**config.mk**
```make
export PLATFORM = sky130hd
export DESIGN_NAME = bso_operand_gen
export DESIGN_NICKNAME = d
export VERILOG_FILES = /design/src/bso_pkg.sv /design/src/bso_shift_core.sv /design/src/bso_operand_gen.sv
export SDC_FILE = /design/constraint.sdc
export NUM_CORES = 2
export LEC_CHECK = 0
export ABC_CLOCK_PERIOD_IN_PS = 7700
export BUFFER_PORTS_ARGS = -buffer_cell sky130_fd_sc_hd__buf_2
export CAP_MARGIN = 20
export CORE_AREA = 2 2 244 246
export CTS_CLUSTER_DIAMETER = 60
export DETAILED_ROUTE_END_ITERATION = 12
export DIE_AREA = 0 0 246 248
export PLACE_DENSITY = 0.72
export SKIP_CTS_REPAIR_TIMING = 1
export SLEW_MARGIN = 20
export SYNTH_ARGS = -nofsm -noshare
export SYNTH_HDL_FRONTEND = slang
export SYNTH_HIERARCHICAL = 1
export SYNTH_SLANG_ARGS = --single-unit
```
**constraint.sdc**
```tcl
create_clock -name aclk -period 7.7 [get_ports aclk]
set_input_delay 1.155 -clock aclk [delete_from_list [all_inputs] [get_ports aclk]]
set_output_delay 1.155 -clock aclk [all_outputs]
set_load 0.05 [all_outputs]
```
**src/bso_pkg.sv**
```systemverilog
package bso_pkg;

	// Data width of the shifter and of every register except the 4-bit control and 2-bit status registers.
	localparam int DATA_W = 32;

	// Register byte offsets on the control bus.
	localparam logic [7:0] ADDR_INSTR = 8'h00;
	localparam logic [7:0] ADDR_SRC = 8'h04;
	localparam logic [7:0] ADDR_AMT = 8'h08;
	localparam logic [7:0] ADDR_CTRL = 8'h0C;
	localparam logic [7:0] ADDR_PC = 8'h10;
	localparam logic [7:0] ADDR_RESULT = 8'h14;
	localparam logic [7:0] ADDR_STATUS = 8'h18;
	localparam logic [7:0] ADDR_FIRST = 8'h1C;
	localparam logic [7:0] ADDR_FIRST_OUT = 8'h20;

	// Values after reset.
	localparam logic [31:0] RESET_WORD = 32'h0000_0000;
	localparam logic [3:0] RESET_CTRL = 4'h0;

	// Control register fields.
	localparam int CTRL_CARRY = 0;
	localparam int CTRL_SRC_PC = 1;
	localparam int CTRL_AMT_PC = 2;
	localparam int CTRL_FIRST_PC = 3;

	// Status register fields.
	localparam int STAT_CARRY = 0;
	localparam int STAT_UNPRED = 1;

	// Instruction word fields.
	localparam int IMM_SEL_BIT = 25;
	localparam int ROT_HI = 11;
	localparam int ROT_LO = 8;
	localparam int IMM8_HI = 7;
	localparam int IMM8_LO = 0;
	localparam int SHAMT_HI = 11;
	localparam int SHAMT_LO = 7;
	localparam int TYPE_HI = 6;
	localparam int TYPE_LO = 5;
	localparam int BY_REG_BIT = 4;

	// Program counter reads ahead of the current instruction by this much.
	localparam logic [31:0] PC_AHEAD = 32'h0000_0008;

	// Full word width as a shift amount.
	localparam logic [7:0] FULL_SHIFT = 8'h20;

	// Bus responses.
	localparam logic [1:0] RESP_OKAY = 2'h0;
	localparam logic [1:0] RESP_SLVERR = 2'h2;

	// Shift types carried in the instruction.
	typedef enum logic [1:0] {
		LEFT_LOGICAL_SHIFT = 2'h0,
		RIGHT_LOGICAL_SHIFT = 2'h1,
		RIGHT_ARITHMETIC_SHIFT = 2'h2,
		RIGHT_ROTATION = 2'h3
	} bso_shift_t;

endpackage : bso_pkg

```
**src/bso_shift_core.sv**
```systemverilog
module bso_shift_core
	import bso_pkg::*;
(
	input wire logic [31:0] instr,
	input wire logic [31:0] source_value_reg,
	input wire logic [31:0] shift_amount_reg,
	input wire logic carry_flag,
	output logic [31:0] operand,
	output logic carry
);

	logic [4:0] rot2;
	logic [63:0] imm_pair;
	logic [31:0] imm_val;
	logic [4:0] sh5;
	logic [7:0] n;
	logic [4:0] n5;
	logic [63:0] src_pair;
	logic [31:0] sign_fill;
	bso_shift_t kind;

	// Immediate form: 8-bit constant rotated right by twice the rotate field.
	assign rot2 = {instr[ROT_HI:ROT_LO], 1'b0};
	assign imm_pair = {24'h000000, instr[IMM8_HI:IMM8_LO], 24'h000000, instr[IMM8_HI:IMM8_LO]};
	assign imm_val = 32'(imm_pair >> rot2);
	assign sh5 = instr[SHAMT_HI:SHAMT_LO];
	assign n = shift_amount_reg[7:0];
	assign n5 = n[4:0];
	assign src_pair = {source_value_reg, source_value_reg};
	assign sign_fill = {32{source_value_reg[31]}};
	assign kind = bso_shift_t'(instr[TYPE_HI:TYPE_LO]);

	// Operand and carry selection; purely combinational, no state kept.
	always_comb begin
		operand = source_value_reg;
		carry = carry_flag;
		if (instr[IMM_SEL_BIT]) begin
			operand = imm_val;
			carry = (instr[ROT_HI:ROT_LO] == 4'h0) ? carry_flag : imm_val[31];
		end else if (!instr[BY_REG_BIT]) begin
			case (kind)
				LEFT_LOGICAL_SHIFT: begin
					if (sh5 != 5'h00) begin
						operand = source_value_reg << sh5;
						carry = source_value_reg[5'(6'h20 - {1'b0, sh5})];
					end
				end
				RIGHT_LOGICAL_SHIFT: begin
					if (sh5 == 5'h00) begin
						operand = 32'h0000_0000;
						carry = source_value_reg[31];
					end else begin
						operand = source_value_reg >> sh5;
						carry = source_value_reg[sh5 - 5'h01];
					end
				end
				RIGHT_ARITHMETIC_SHIFT: begin
					if (sh5 == 5'h00) begin
						operand = sign_fill;
						carry = source_value_reg[31];
					end else begin
						operand = 32'($signed(source_value_reg) >>> sh5);
						carry = source_value_reg[sh5 - 5'h01];
					end
				end
				default: begin
					if (sh5 == 5'h00) begin
						operand = {carry_flag, source_value_reg[31:1]};
						carry = source_value_reg[0];
					end else begin
						operand = 32'(src_pair >> sh5);
						carry = source_value_reg[sh5 - 5'h01];
					end
				end
			endcase
		end else if (n != 8'h00) begin
			case (kind)
				LEFT_LOGICAL_SHIFT: begin
					if (n < FULL_SHIFT) begin
						operand = source_value_reg << n5;
						carry = source_value_reg[5'(6'h20 - {1'b0, n5})];
					end else begin
						operand = 32'h0000_0000;
						carry = (n == FULL_SHIFT) ? source_value_reg[0] : 1'b0;
					end
				end
				RIGHT_LOGICAL_SHIFT: begin
					if (n < FULL_SHIFT) begin
						operand = source_value_reg >> n5;
						carry = source_value_reg[n5 - 5'h01];
					end else begin
						operand = 32'h0000_0000;
						carry = (n == FULL_SHIFT) ? source_value_reg[31] : 1'b0;
					end
				end
				RIGHT_ARITHMETIC_SHIFT: begin
					if (n < FULL_SHIFT) begin
						operand = 32'($signed(source_value_reg) >>> n5);
						carry = source_value_reg[n5 - 5'h01];
					end else begin
						operand = sign_fill;
						carry = source_value_reg[31];
					end
				end
				default: begin
					if (n5 == 5'h00) begin
						carry = source_value_reg[31];
					end else begin
						operand = 32'(src_pair >> n5);
						carry = source_value_reg[n5 - 5'h01];
					end
				end
			endcase
		end
	end

endmodule : bso_shift_core

```
**src/bso_operand_gen.sv**
```systemverilog
// Contract
// - Eleven operand forms: immediate, register, four shift types by immediate or register, extend.
// - Immediate: 8-bit constant rotated right by twice the 4-bit rotate field.
// - Immediate carry: carry flag if rotate field zero, else operand bit 31.
// - Plain register: operand is the source unchanged, carry is the carry flag.
// - Plain register is left logical shift by immediate zero.
// - Program counter as source or base in immediate forms reads address plus 8.
// - Left shift immediate 0..31, zero fill; carry is source bit 32 minus amount.
// - Left shift by register low byte: pass, shift, 32 gives bit 0, beyond gives 0.
// - Program counter in any register-shift form is unpredictable; software avoids it.
// - Right logical immediate 1..32; field zero means 32, carry bit 31.
// - Right logical by register: pass, shift, 32 gives bit 31, beyond gives 0.
// - Right arithmetic immediate 1..32 fills with sign; field zero means 32.
// - Arithmetic field zero gives all sign bits, carry the sign bit.
// - Instruction bit 25 selects immediate against register-based forms.
// - Operand fields come from instruction bits 11 down to 0.
//
// Added by the designer: the register offsets and register access over AXI4-Lite.
module bso_operand_gen
	import bso_pkg::*;
#(
	parameter int ADDR_W = 8
)
(
	input wire logic aclk,
	input wire logic aresetn,
	input wire logic ce,
	input wire logic [ADDR_W-1:0] s_axi_awaddr,
	input wire logic [2:0] s_axi_awprot,
	input wire logic s_axi_awvalid,
	output logic s_axi_awready,
	input wire logic [31:0] s_axi_wdata,
	input wire logic [3:0] s_axi_wstrb,
	input wire logic s_axi_wvalid,
	output logic s_axi_wready,
	output logic [1:0] s_axi_bresp,
	output logic s_axi_bvalid,
	input wire logic s_axi_bready,
	input wire logic [ADDR_W-1:0] s_axi_araddr,
	input wire logic [2:0] s_axi_arprot,
	input wire logic s_axi_arvalid,
	output logic s_axi_arready,
	output logic [31:0] s_axi_rdata,
	output logic [1:0] s_axi_rresp,
	output logic s_axi_rvalid,
	input wire logic s_axi_rready,
	output logic [31:0] shifter_operand,
	output logic shifter_carry,
	output logic [31:0] first_operand,
	output logic unpredictable
);

	// The offsets reach 0x20, so the bus needs at least six address bits.
	if (ADDR_W < 6) begin : g_addr_check
		$error("bso_operand_gen: ADDR_W must be at least 6");
	end

	// Software-visible configuration.
	logic [31:0] instr;
	logic [31:0] src_val;
	logic [31:0] amt_val;
	logic [31:0] first_val;
	logic [31:0] pc_addr;
	logic [3:0] ctrl;

	// Write channel bookkeeping.
	logic aw_held;
	logic w_held;
	logic [ADDR_W-1:0] aw_addr;
	logic [31:0] w_data;
	logic [3:0] w_strb;
	logic do_write;
	logic [7:0] wr_off;

	// Read channel bookkeeping.
	logic [7:0] rd_off;
	logic [31:0] next_rdata;
	logic next_rd_ok;

	// Effective register values after program counter substitution.
	logic [31:0] pc_read;
	logic [31:0] src_eff;
	logic [31:0] amt_eff;
	logic [31:0] first_eff;
	logic core_carry;
	logic [31:0] core_operand;
	logic by_reg_form;
	logic pc_in_reg_form;

	// Byte lane merge for partial writes.
	function automatic logic [31:0] bso_merge(
		input logic [31:0] old_word,
		input logic [31:0] new_word,
		input logic [3:0] strb
	);
		logic [31:0] res;
		res = old_word;
		for (int b = 0; b < 4; b++) begin
			if (strb[b]) begin
				res[b*8 +: 8] = new_word[b*8 +: 8];
			end
		end
		return res;
	endfunction : bso_merge

	// A selected program counter reads ahead of the current instruction.
	assign pc_read = pc_addr + PC_AHEAD;
	assign src_eff = ctrl[CTRL_SRC_PC] ? pc_read : src_val;
	assign amt_eff = ctrl[CTRL_AMT_PC] ? pc_read : amt_val;
	assign first_eff = ctrl[CTRL_FIRST_PC] ? pc_read : first_val;
	assign by_reg_form = !instr[IMM_SEL_BIT] && instr[BY_REG_BIT];
	assign pc_in_reg_form = by_reg_form && (ctrl[CTRL_SRC_PC] || ctrl[CTRL_AMT_PC]
		|| ctrl[CTRL_FIRST_PC]);

	// Only the operand fields and the form select reach the shifter.
	bso_shift_core u_core (
		.instr({6'h00, instr[IMM_SEL_BIT], 13'h0000, instr[11:0]}),
		.source_value_reg(src_eff),
		.shift_amount_reg(amt_eff),
		.carry_flag(ctrl[CTRL_CARRY]),
		.operand(core_operand),
		.carry(core_carry)
	);

	// Results are captured every enabled cycle.
	always_ff @(posedge aclk) begin
		if (!aresetn && ce) begin // Reset, too, waits for the clock enable.
			shifter_operand <= RESET_WORD;
			shifter_carry <= 1'b0;
			first_operand <= RESET_WORD;
			unpredictable <= 1'b0;
		end else if (ce) begin
			shifter_operand <= core_operand;
			shifter_carry <= core_carry;
			first_operand <= first_eff;
			unpredictable <= pc_in_reg_form;
		end
	end

	// Address and data are accepted in either order and held until written.
	assign do_write = aw_held && w_held && !s_axi_bvalid;
	assign wr_off = 8'(aw_addr);

	always_ff @(posedge aclk) begin
		if (!aresetn && ce) begin
			aw_held <= 1'b0;
			aw_addr <= '0;
		end else if (ce) begin
			if (s_axi_awvalid && s_axi_awready) begin
				aw_held <= 1'b1;
				aw_addr <= s_axi_awaddr;
			end else if (do_write) begin
				aw_held <= 1'b0;
			end
		end
	end

	always_ff @(posedge aclk) begin
		if (!aresetn && ce) begin
			w_held <= 1'b0;
			w_data <= RESET_WORD;
			w_strb <= 4'h0;
		end else if (ce) begin
			if (s_axi_wvalid && s_axi_wready) begin
				w_held <= 1'b1;
				w_data <= s_axi_wdata;
				w_strb <= s_axi_wstrb;
			end else if (do_write) begin
				w_held <= 1'b0;
			end
		end
	end

	// Ready is offered only while nothing of that channel is held.
	always_ff @(posedge aclk) begin
		if (!aresetn && ce) begin
			s_axi_awready <= 1'b0;
			s_axi_wready <= 1'b0;
		end else if (ce) begin
			s_axi_awready <= !(aw_held || (s_axi_awvalid && s_axi_awready)) && !do_write;
			s_axi_wready <= !(w_held || (s_axi_wvalid && s_axi_wready)) && !do_write;
		end
	end

	// Register writes; read-only offsets are answered with an error.
	always_ff @(posedge aclk) begin
		if (!aresetn && ce) begin
			instr <= RESET_WORD;
			src_val <= RESET_WORD;
			amt_val <= RESET_WORD;
			first_val <= RESET_WORD;
			pc_addr <= RESET_WORD;
			ctrl <= RESET_CTRL;
		end else if (ce && do_write) begin
			case (wr_off)
				ADDR_INSTR: instr <= bso_merge(instr, w_data, w_strb);
				ADDR_SRC: src_val <= bso_merge(src_val, w_data, w_strb);
				ADDR_AMT: amt_val <= bso_merge(amt_val, w_data, w_strb);
				ADDR_FIRST: first_val <= bso_merge(first_val, w_data, w_strb);
				ADDR_PC: pc_addr <= bso_merge(pc_addr, w_data, w_strb);
				ADDR_CTRL: begin
					if (w_strb[0]) begin
						ctrl <= w_data[3:0];
					end
				end
				default: begin
				end
			endcase
		end
	end

	// Write response.
	always_ff @(posedge aclk) begin
		if (!aresetn && ce) begin
			s_axi_bvalid <= 1'b0;
			s_axi_bresp <= RESP_OKAY;
		end else if (ce) begin
			if (do_write) begin
				s_axi_bvalid <= 1'b1;
				case (wr_off)
					ADDR_INSTR, ADDR_SRC, ADDR_AMT, ADDR_FIRST, ADDR_PC, ADDR_CTRL: begin
						s_axi_bresp <= RESP_OKAY;
					end
					default: s_axi_bresp <= RESP_SLVERR;
				endcase
			end else if (s_axi_bready) begin
				s_axi_bvalid <= 1'b0;
			end
		end
	end

	// Read decode.
	assign rd_off = 8'(s_axi_araddr);

	always_comb begin
		next_rdata = RESET_WORD;
		next_rd_ok = 1'b1;
		case (rd_off)
			ADDR_INSTR: next_rdata = instr;
			ADDR_SRC: next_rdata = src_val;
			ADDR_AMT: next_rdata = amt_val;
			ADDR_CTRL: next_rdata = {28'h0000000, ctrl};
			ADDR_PC: next_rdata = pc_addr;
			ADDR_RESULT: next_rdata = shifter_operand;
			ADDR_STATUS: next_rdata = {30'h00000000, unpredictable, shifter_carry};
			ADDR_FIRST: next_rdata = first_val;
			ADDR_FIRST_OUT: next_rdata = first_operand;
			default: next_rd_ok = 1'b0;
		endcase
	end

	// Read channel: one read at a time, data one cycle after the address.
	always_ff @(posedge aclk) begin
		if (!aresetn && ce) begin
			s_axi_arready <= 1'b0;
			s_axi_rvalid <= 1'b0;
			s_axi_rdata <= RESET_WORD;
			s_axi_rresp <= RESP_OKAY;
		end else if (ce) begin
			if (s_axi_arvalid && s_axi_arready) begin
				s_axi_arready <= 1'b0;
				s_axi_rvalid <= 1'b1;
				s_axi_rdata <= next_rdata;
				s_axi_rresp <= next_rd_ok ? RESP_OKAY : RESP_SLVERR;
			end else if (s_axi_rvalid) begin
				if (s_axi_rready) begin
					s_axi_rvalid <= 1'b0;
				end
			end else begin
				s_axi_arready <= 1'b1;
			end
		end
	end

	// Checks on the captured results.
	a_imm_carry_keep: assert property (@(posedge aclk) disable iff (!aresetn)
		ce && instr[IMM_SEL_BIT] && instr[ROT_HI:ROT_LO] == 4'h0
		|=> shifter_carry == $past(ctrl[CTRL_CARRY])) else $error("immediate carry not flag");
	a_imm_carry_top: assert property (@(posedge aclk) disable iff (!aresetn)
		ce && instr[IMM_SEL_BIT] && instr[ROT_HI:ROT_LO] != 4'h0
		|=> shifter_carry == shifter_operand[31]) else $error("immediate carry not bit 31");
	a_imm_no_rotate: assert property (@(posedge aclk) disable iff (!aresetn)
		ce && instr[IMM_SEL_BIT] && instr[ROT_HI:ROT_LO] == 4'h0
		|=> shifter_operand == {24'h000000, $past(instr[7:0])}) else $error("bad immediate");
	a_plain_register: assert property (@(posedge aclk) disable iff (!aresetn)
		ce && !instr[IMM_SEL_BIT] && instr[11:4] == 8'h00
		|=> shifter_operand == $past(src_eff) && shifter_carry == $past(ctrl[CTRL_CARRY]))
		else $error("plain register altered");
	a_left_imm_value: assert property (@(posedge aclk) disable iff (!aresetn)
		ce && !instr[IMM_SEL_BIT] && instr[6:4] == 3'h0 && instr[11:7] != 5'h00
		|=> shifter_operand == ($past(src_eff) << $past(instr[11:7]))
		&& shifter_operand[0] == 1'b0) else $error("left shift immediate wrong");
	a_left_reg_far: assert property (@(posedge aclk) disable iff (!aresetn)
		ce && !instr[IMM_SEL_BIT] && instr[6:4] == 3'h1 && amt_eff[7:0] > FULL_SHIFT
		|=> shifter_operand == 32'h0000_0000 && !shifter_carry) else $error("left far wrong");
	a_right_imm_full: assert property (@(posedge aclk) disable iff (!aresetn)
		ce && !instr[IMM_SEL_BIT] && instr[6:4] == 3'h2 && instr[11:7] == 5'h00
		|=> shifter_operand == 32'h0000_0000 && shifter_carry == $past(src_eff[31]))
		else $error("right shift by 32 wrong");
	a_right_reg_full: assert property (@(posedge aclk) disable iff (!aresetn)
		ce && !instr[IMM_SEL_BIT] && instr[6:4] == 3'h3 && amt_eff[7:0] == FULL_SHIFT
		|=> shifter_operand == 32'h0000_0000 && shifter_carry == $past(src_eff[31]))
		else $error("right register 32 wrong");
	a_arith_sign_fill: assert property (@(posedge aclk) disable iff (!aresetn)
		ce && !instr[IMM_SEL_BIT] && instr[6:4] == 3'h4 && instr[11:7] == 5'h00
		|=> shifter_operand == {32{$past(src_eff[31])}} && shifter_carry == $past(src_eff[31]))
		else $error("arithmetic fill wrong");
	a_arith_top_bit: assert property (@(posedge aclk) disable iff (!aresetn)
		ce && !instr[IMM_SEL_BIT] && instr[6:4] == 3'h4 && instr[11:7] != 5'h00
		|=> shifter_operand[31] == $past(src_eff[31])) else $error("arithmetic sign lost");
	a_pc_ahead: assert property (@(posedge aclk) disable iff (!aresetn)
		ce && ctrl[CTRL_FIRST_PC] |=> first_operand == $past(pc_addr) + PC_AHEAD)
		else $error("program counter not ahead");
	a_pc_flagged: assert property (@(posedge aclk) disable iff (!aresetn)
		ce && by_reg_form && ctrl[CTRL_SRC_PC] |=> unpredictable) else $error("pc not flagged");
	a_freeze_hold: assert property (@(posedge aclk) disable iff (!aresetn)
		!ce |=> $stable(shifter_operand) && $stable(shifter_carry)) else $error("moved while frozen");

endmodule : bso_operand_gen

```
==> impl_metrics.json <==
{
  "outcome": "finished clean",
  "grt_pass1_vias": 29300,
  "rsz0062_at_grt": "no",
  "fin_ws_ns": 1.85,
  "cp_num_buf_inv": 1,
  "cts.sinks": 315,
  "fill_cells": 5530,
  "cp_max_fo": 13,
  "syn_avg_cell_area_sq_um": 8.16,
  "core_sq_um": 58500,
  "dpl_cell_area_sq_um": 29800,
  "start_util": 0.491,
  "slowest_stage": "a222oi_1",
  "nNetsFinal": 3524,
  "rows": 89,
  "die_h_um": 248,
  "clock_skew_ns": 0.0403,
  "power_frac_comb": 0.070,
  "slew_violations": 0,
  "crit_cells": 16,
  "first_iter_violations": 5227,
  "fmax_mhz": 171,
  "start_kind": "register",
  "vias": 31800,
  "antenna_found_initial": 13,
  "io_pins": 173,
  "crit_type": "reg -> reg",
  "clkLatencyLatePin_ns": 0.61,
  "cap_violations": 0,
  "setup_violations": 0,
  "finalWirelength_mm": 140,
  "cts_tree": "done",
  "setup_tns_ns": 0,
  "p_int_mw": 2.63,
  "crit_family": "compound AO/OA/AOI/OAI gates",
  "die_w_um": 246,
  "startpoint": "pc_addr[4]",
  "crit_chain": "ha_1 -> nand3_1 -> nor4_1 -> nand3_1 -> xor2_1 -> a21oi_2 -> buf_4 -> mux4_2 -> mux4_2 -> nor2_1 -> o21ai_0 -> o2111ai_1 -> a222oi_1 -> or3_1 -> nand2_1 -> o2bb2ai_1",
  "switching_share": 0.259,
  "seqCellArea_sq_um": 6320,
  "dieArea_sq_um": 61000,
  "drive_above_1_share": 0.197,
  "arrival_ns": 6.35,
  "clkTransAtPathRegs_ns": 0.07,
  "ys_warn_count": 6,
  "syn_inst": 3518,
  "ir_worst_vdd_uv": 231,
  "worstReg2RegEnd": "shifter_operand[18]",
  "root_buffer": "clkbuf_16",
  "routedWlPerCell_um": 32.9,
  "period_needed_ns": 5.85,
  "port_buffers": 164,
  "r2r_start": "pc_addr[4]",
  "grt_max_degree": 192,
  "p_leak_nw": 11.3,
  "p_sw_uw": 922,
  "syn2layout_area_growth_pct": 7.51,
  "vias_per_cell": 7.48,
  "drc_errors": 0,
  "numCtsBuffers": 29,
  "syn_area_sq_um": 28700,
  "finalHoldViolations": 0,
  "place_congestion": 1.11,
  "firstDrtPassIters": 9,
  "power_density_nw_per_um2": 115,
  "multi_input_area_sq_um": 20700,
  "dpl_worst_slack_ns": 2.28,
  "rrSetupSlack_ns": 1.85,
  "slew_headroom": 0.164,
  "end_kind": "register",
  "critical-path-max-stage-delay_ns": 1.06,
  "grt_pass1_wl_mm": 203,
  "stdcell_area_sq_um": 30800,
  "cts_buffer_depth": 3,
  "clkPwrFrac": 0.450,
  "pwr-share-seq": 0.479,
  "ant_nets": 0,
  "min_path_type": "reg -> reg",
  "cp-endpoint": "shifter_operand[18]",
  "hold_ws_ns": 0.445,
  "hold_start": "s_axi_rdata[4]",
  "cp.required_ns": 8.20,
  "cts_htree_levels": 1,
  "r2r_cells": 16,
  "place.detailed.hpwl_mm": 94.4,
  "worst_slew_pin_slew_ns": 1.25,
  "grt_overflow_total": 0,
  "finalCritPeriodShare": 0.760,
  "grt_usage": 0.446
}
[per-stage QoR]
| step | power, mW | utilization | cells |
|---|---|---|---|
| 2_1_floorplan | 1.89 | - | 3519 |
| 3_3_place_gp | 1.98 | 0.509 | 4190 |
| 3_5_place_dp | 1.98 | 0.509 | 4190 |
| 4_1_cts | 3.55 | 0.527 | 4243 |
| 5_1_grt | 3.63 | 0.527 | 4243 |
| 6_report | 3.56 | 0.528 | 4254 |
[registers in the layout, summed over array words and instances, names as in the netlist, 4 cells and up]
name and count:
src_val 32, shifter_operand 32, w_strb 4, pc_addr 32, ctrl 4, first_operand 32, w_data 32, aw_addr 8
s_axi_rdata 32, amt_val 32, first_val 32, instr 32
[final cells by class]
class                      instances  area share
antenna                           11    0.000892
timing repair buffer             276      0.0547
multi-input combinational       2794       0.671
clock buffer                      36      0.0247
inverter                          32     0.00389
tap                              773      0.0314
sequential                       315       0.205
clock inverter                    17     0.00876
[power by group through the flow]
stage | clock network [mW] | logic, mW | registers [mW]
after floorplan | 0 | 0.144 | 1.74
after global placement | 0 | 0.239 | 1.74
after detailed placement | 0 | 0.242 | 1.74
after CTS | 1.60 | 0.242 | 1.70
after global routing | 1.66 | 0.261 | 1.71
final | 1.60 | 0.250 | 1.71
[worst min path at each step]
stage                      to  slack [ns]  depth (start not counted)
3_5_place_dp   s_axi_rdata[4]        0.44                          2
4_1_cts        s_axi_rdata[4]        0.45                          2
2_1_floorplan       w_strb[0]        0.44                          2
3_3_place_gp   s_axi_rdata[4]        0.43                          2
6_report       s_axi_rdata[4]        0.45                          2
5_1_grt        s_axi_rdata[4]        0.47                          2
[routing by layer]
metal  up-vias  share of wire  GRT usage
li1      13200              -          -
met1     15000           0.35      0.552
met2      2910           0.41      0.650
met3       794           0.15      0.154
met4        16          0.086      0.309
met5         -         0.0016     0.0143
[layout by cell type, fill, tap and decap left out, types with 24 or more instances in the layout]
cell,instances
o2bb2ai_1,46
o211ai_1,39
a22oi_1,50
nor3_1,52
mux2_2,103
nor2b_1,25
clkbuf_16,29
nor2_1,354
a31oi_1,29
a211oi_1,24
dfxtp_1,309
mux4_2,164
o22ai_1,35
buf_2,164
nand4_1,24
mux2i_1,247
nand2_1,445
buf_4,110
nand3_1,112
a22o_1,38
o221ai_1,35
o21ai_0,227
a21oi_1,268
[worst register-to-register path, stage by stage, from the launching register on]
cell       delay [ns]
dfxtp_1          0.41
ha_1             0.32
nand3_1          0.35
nor4_1           0.70
nand3_1          0.18
xor2_1           0.20
a21oi_2          0.70
buf_4            0.43
mux4_2           0.34
mux4_2           0.25
nor2_1           0.05
o21ai_0          0.19
o2111ai_1        0.13
a222oi_1         1.06
or3_1            0.24
nand2_1          0.05
o2bb2ai_1        0.16
Power figures use the tool's default switching activity.
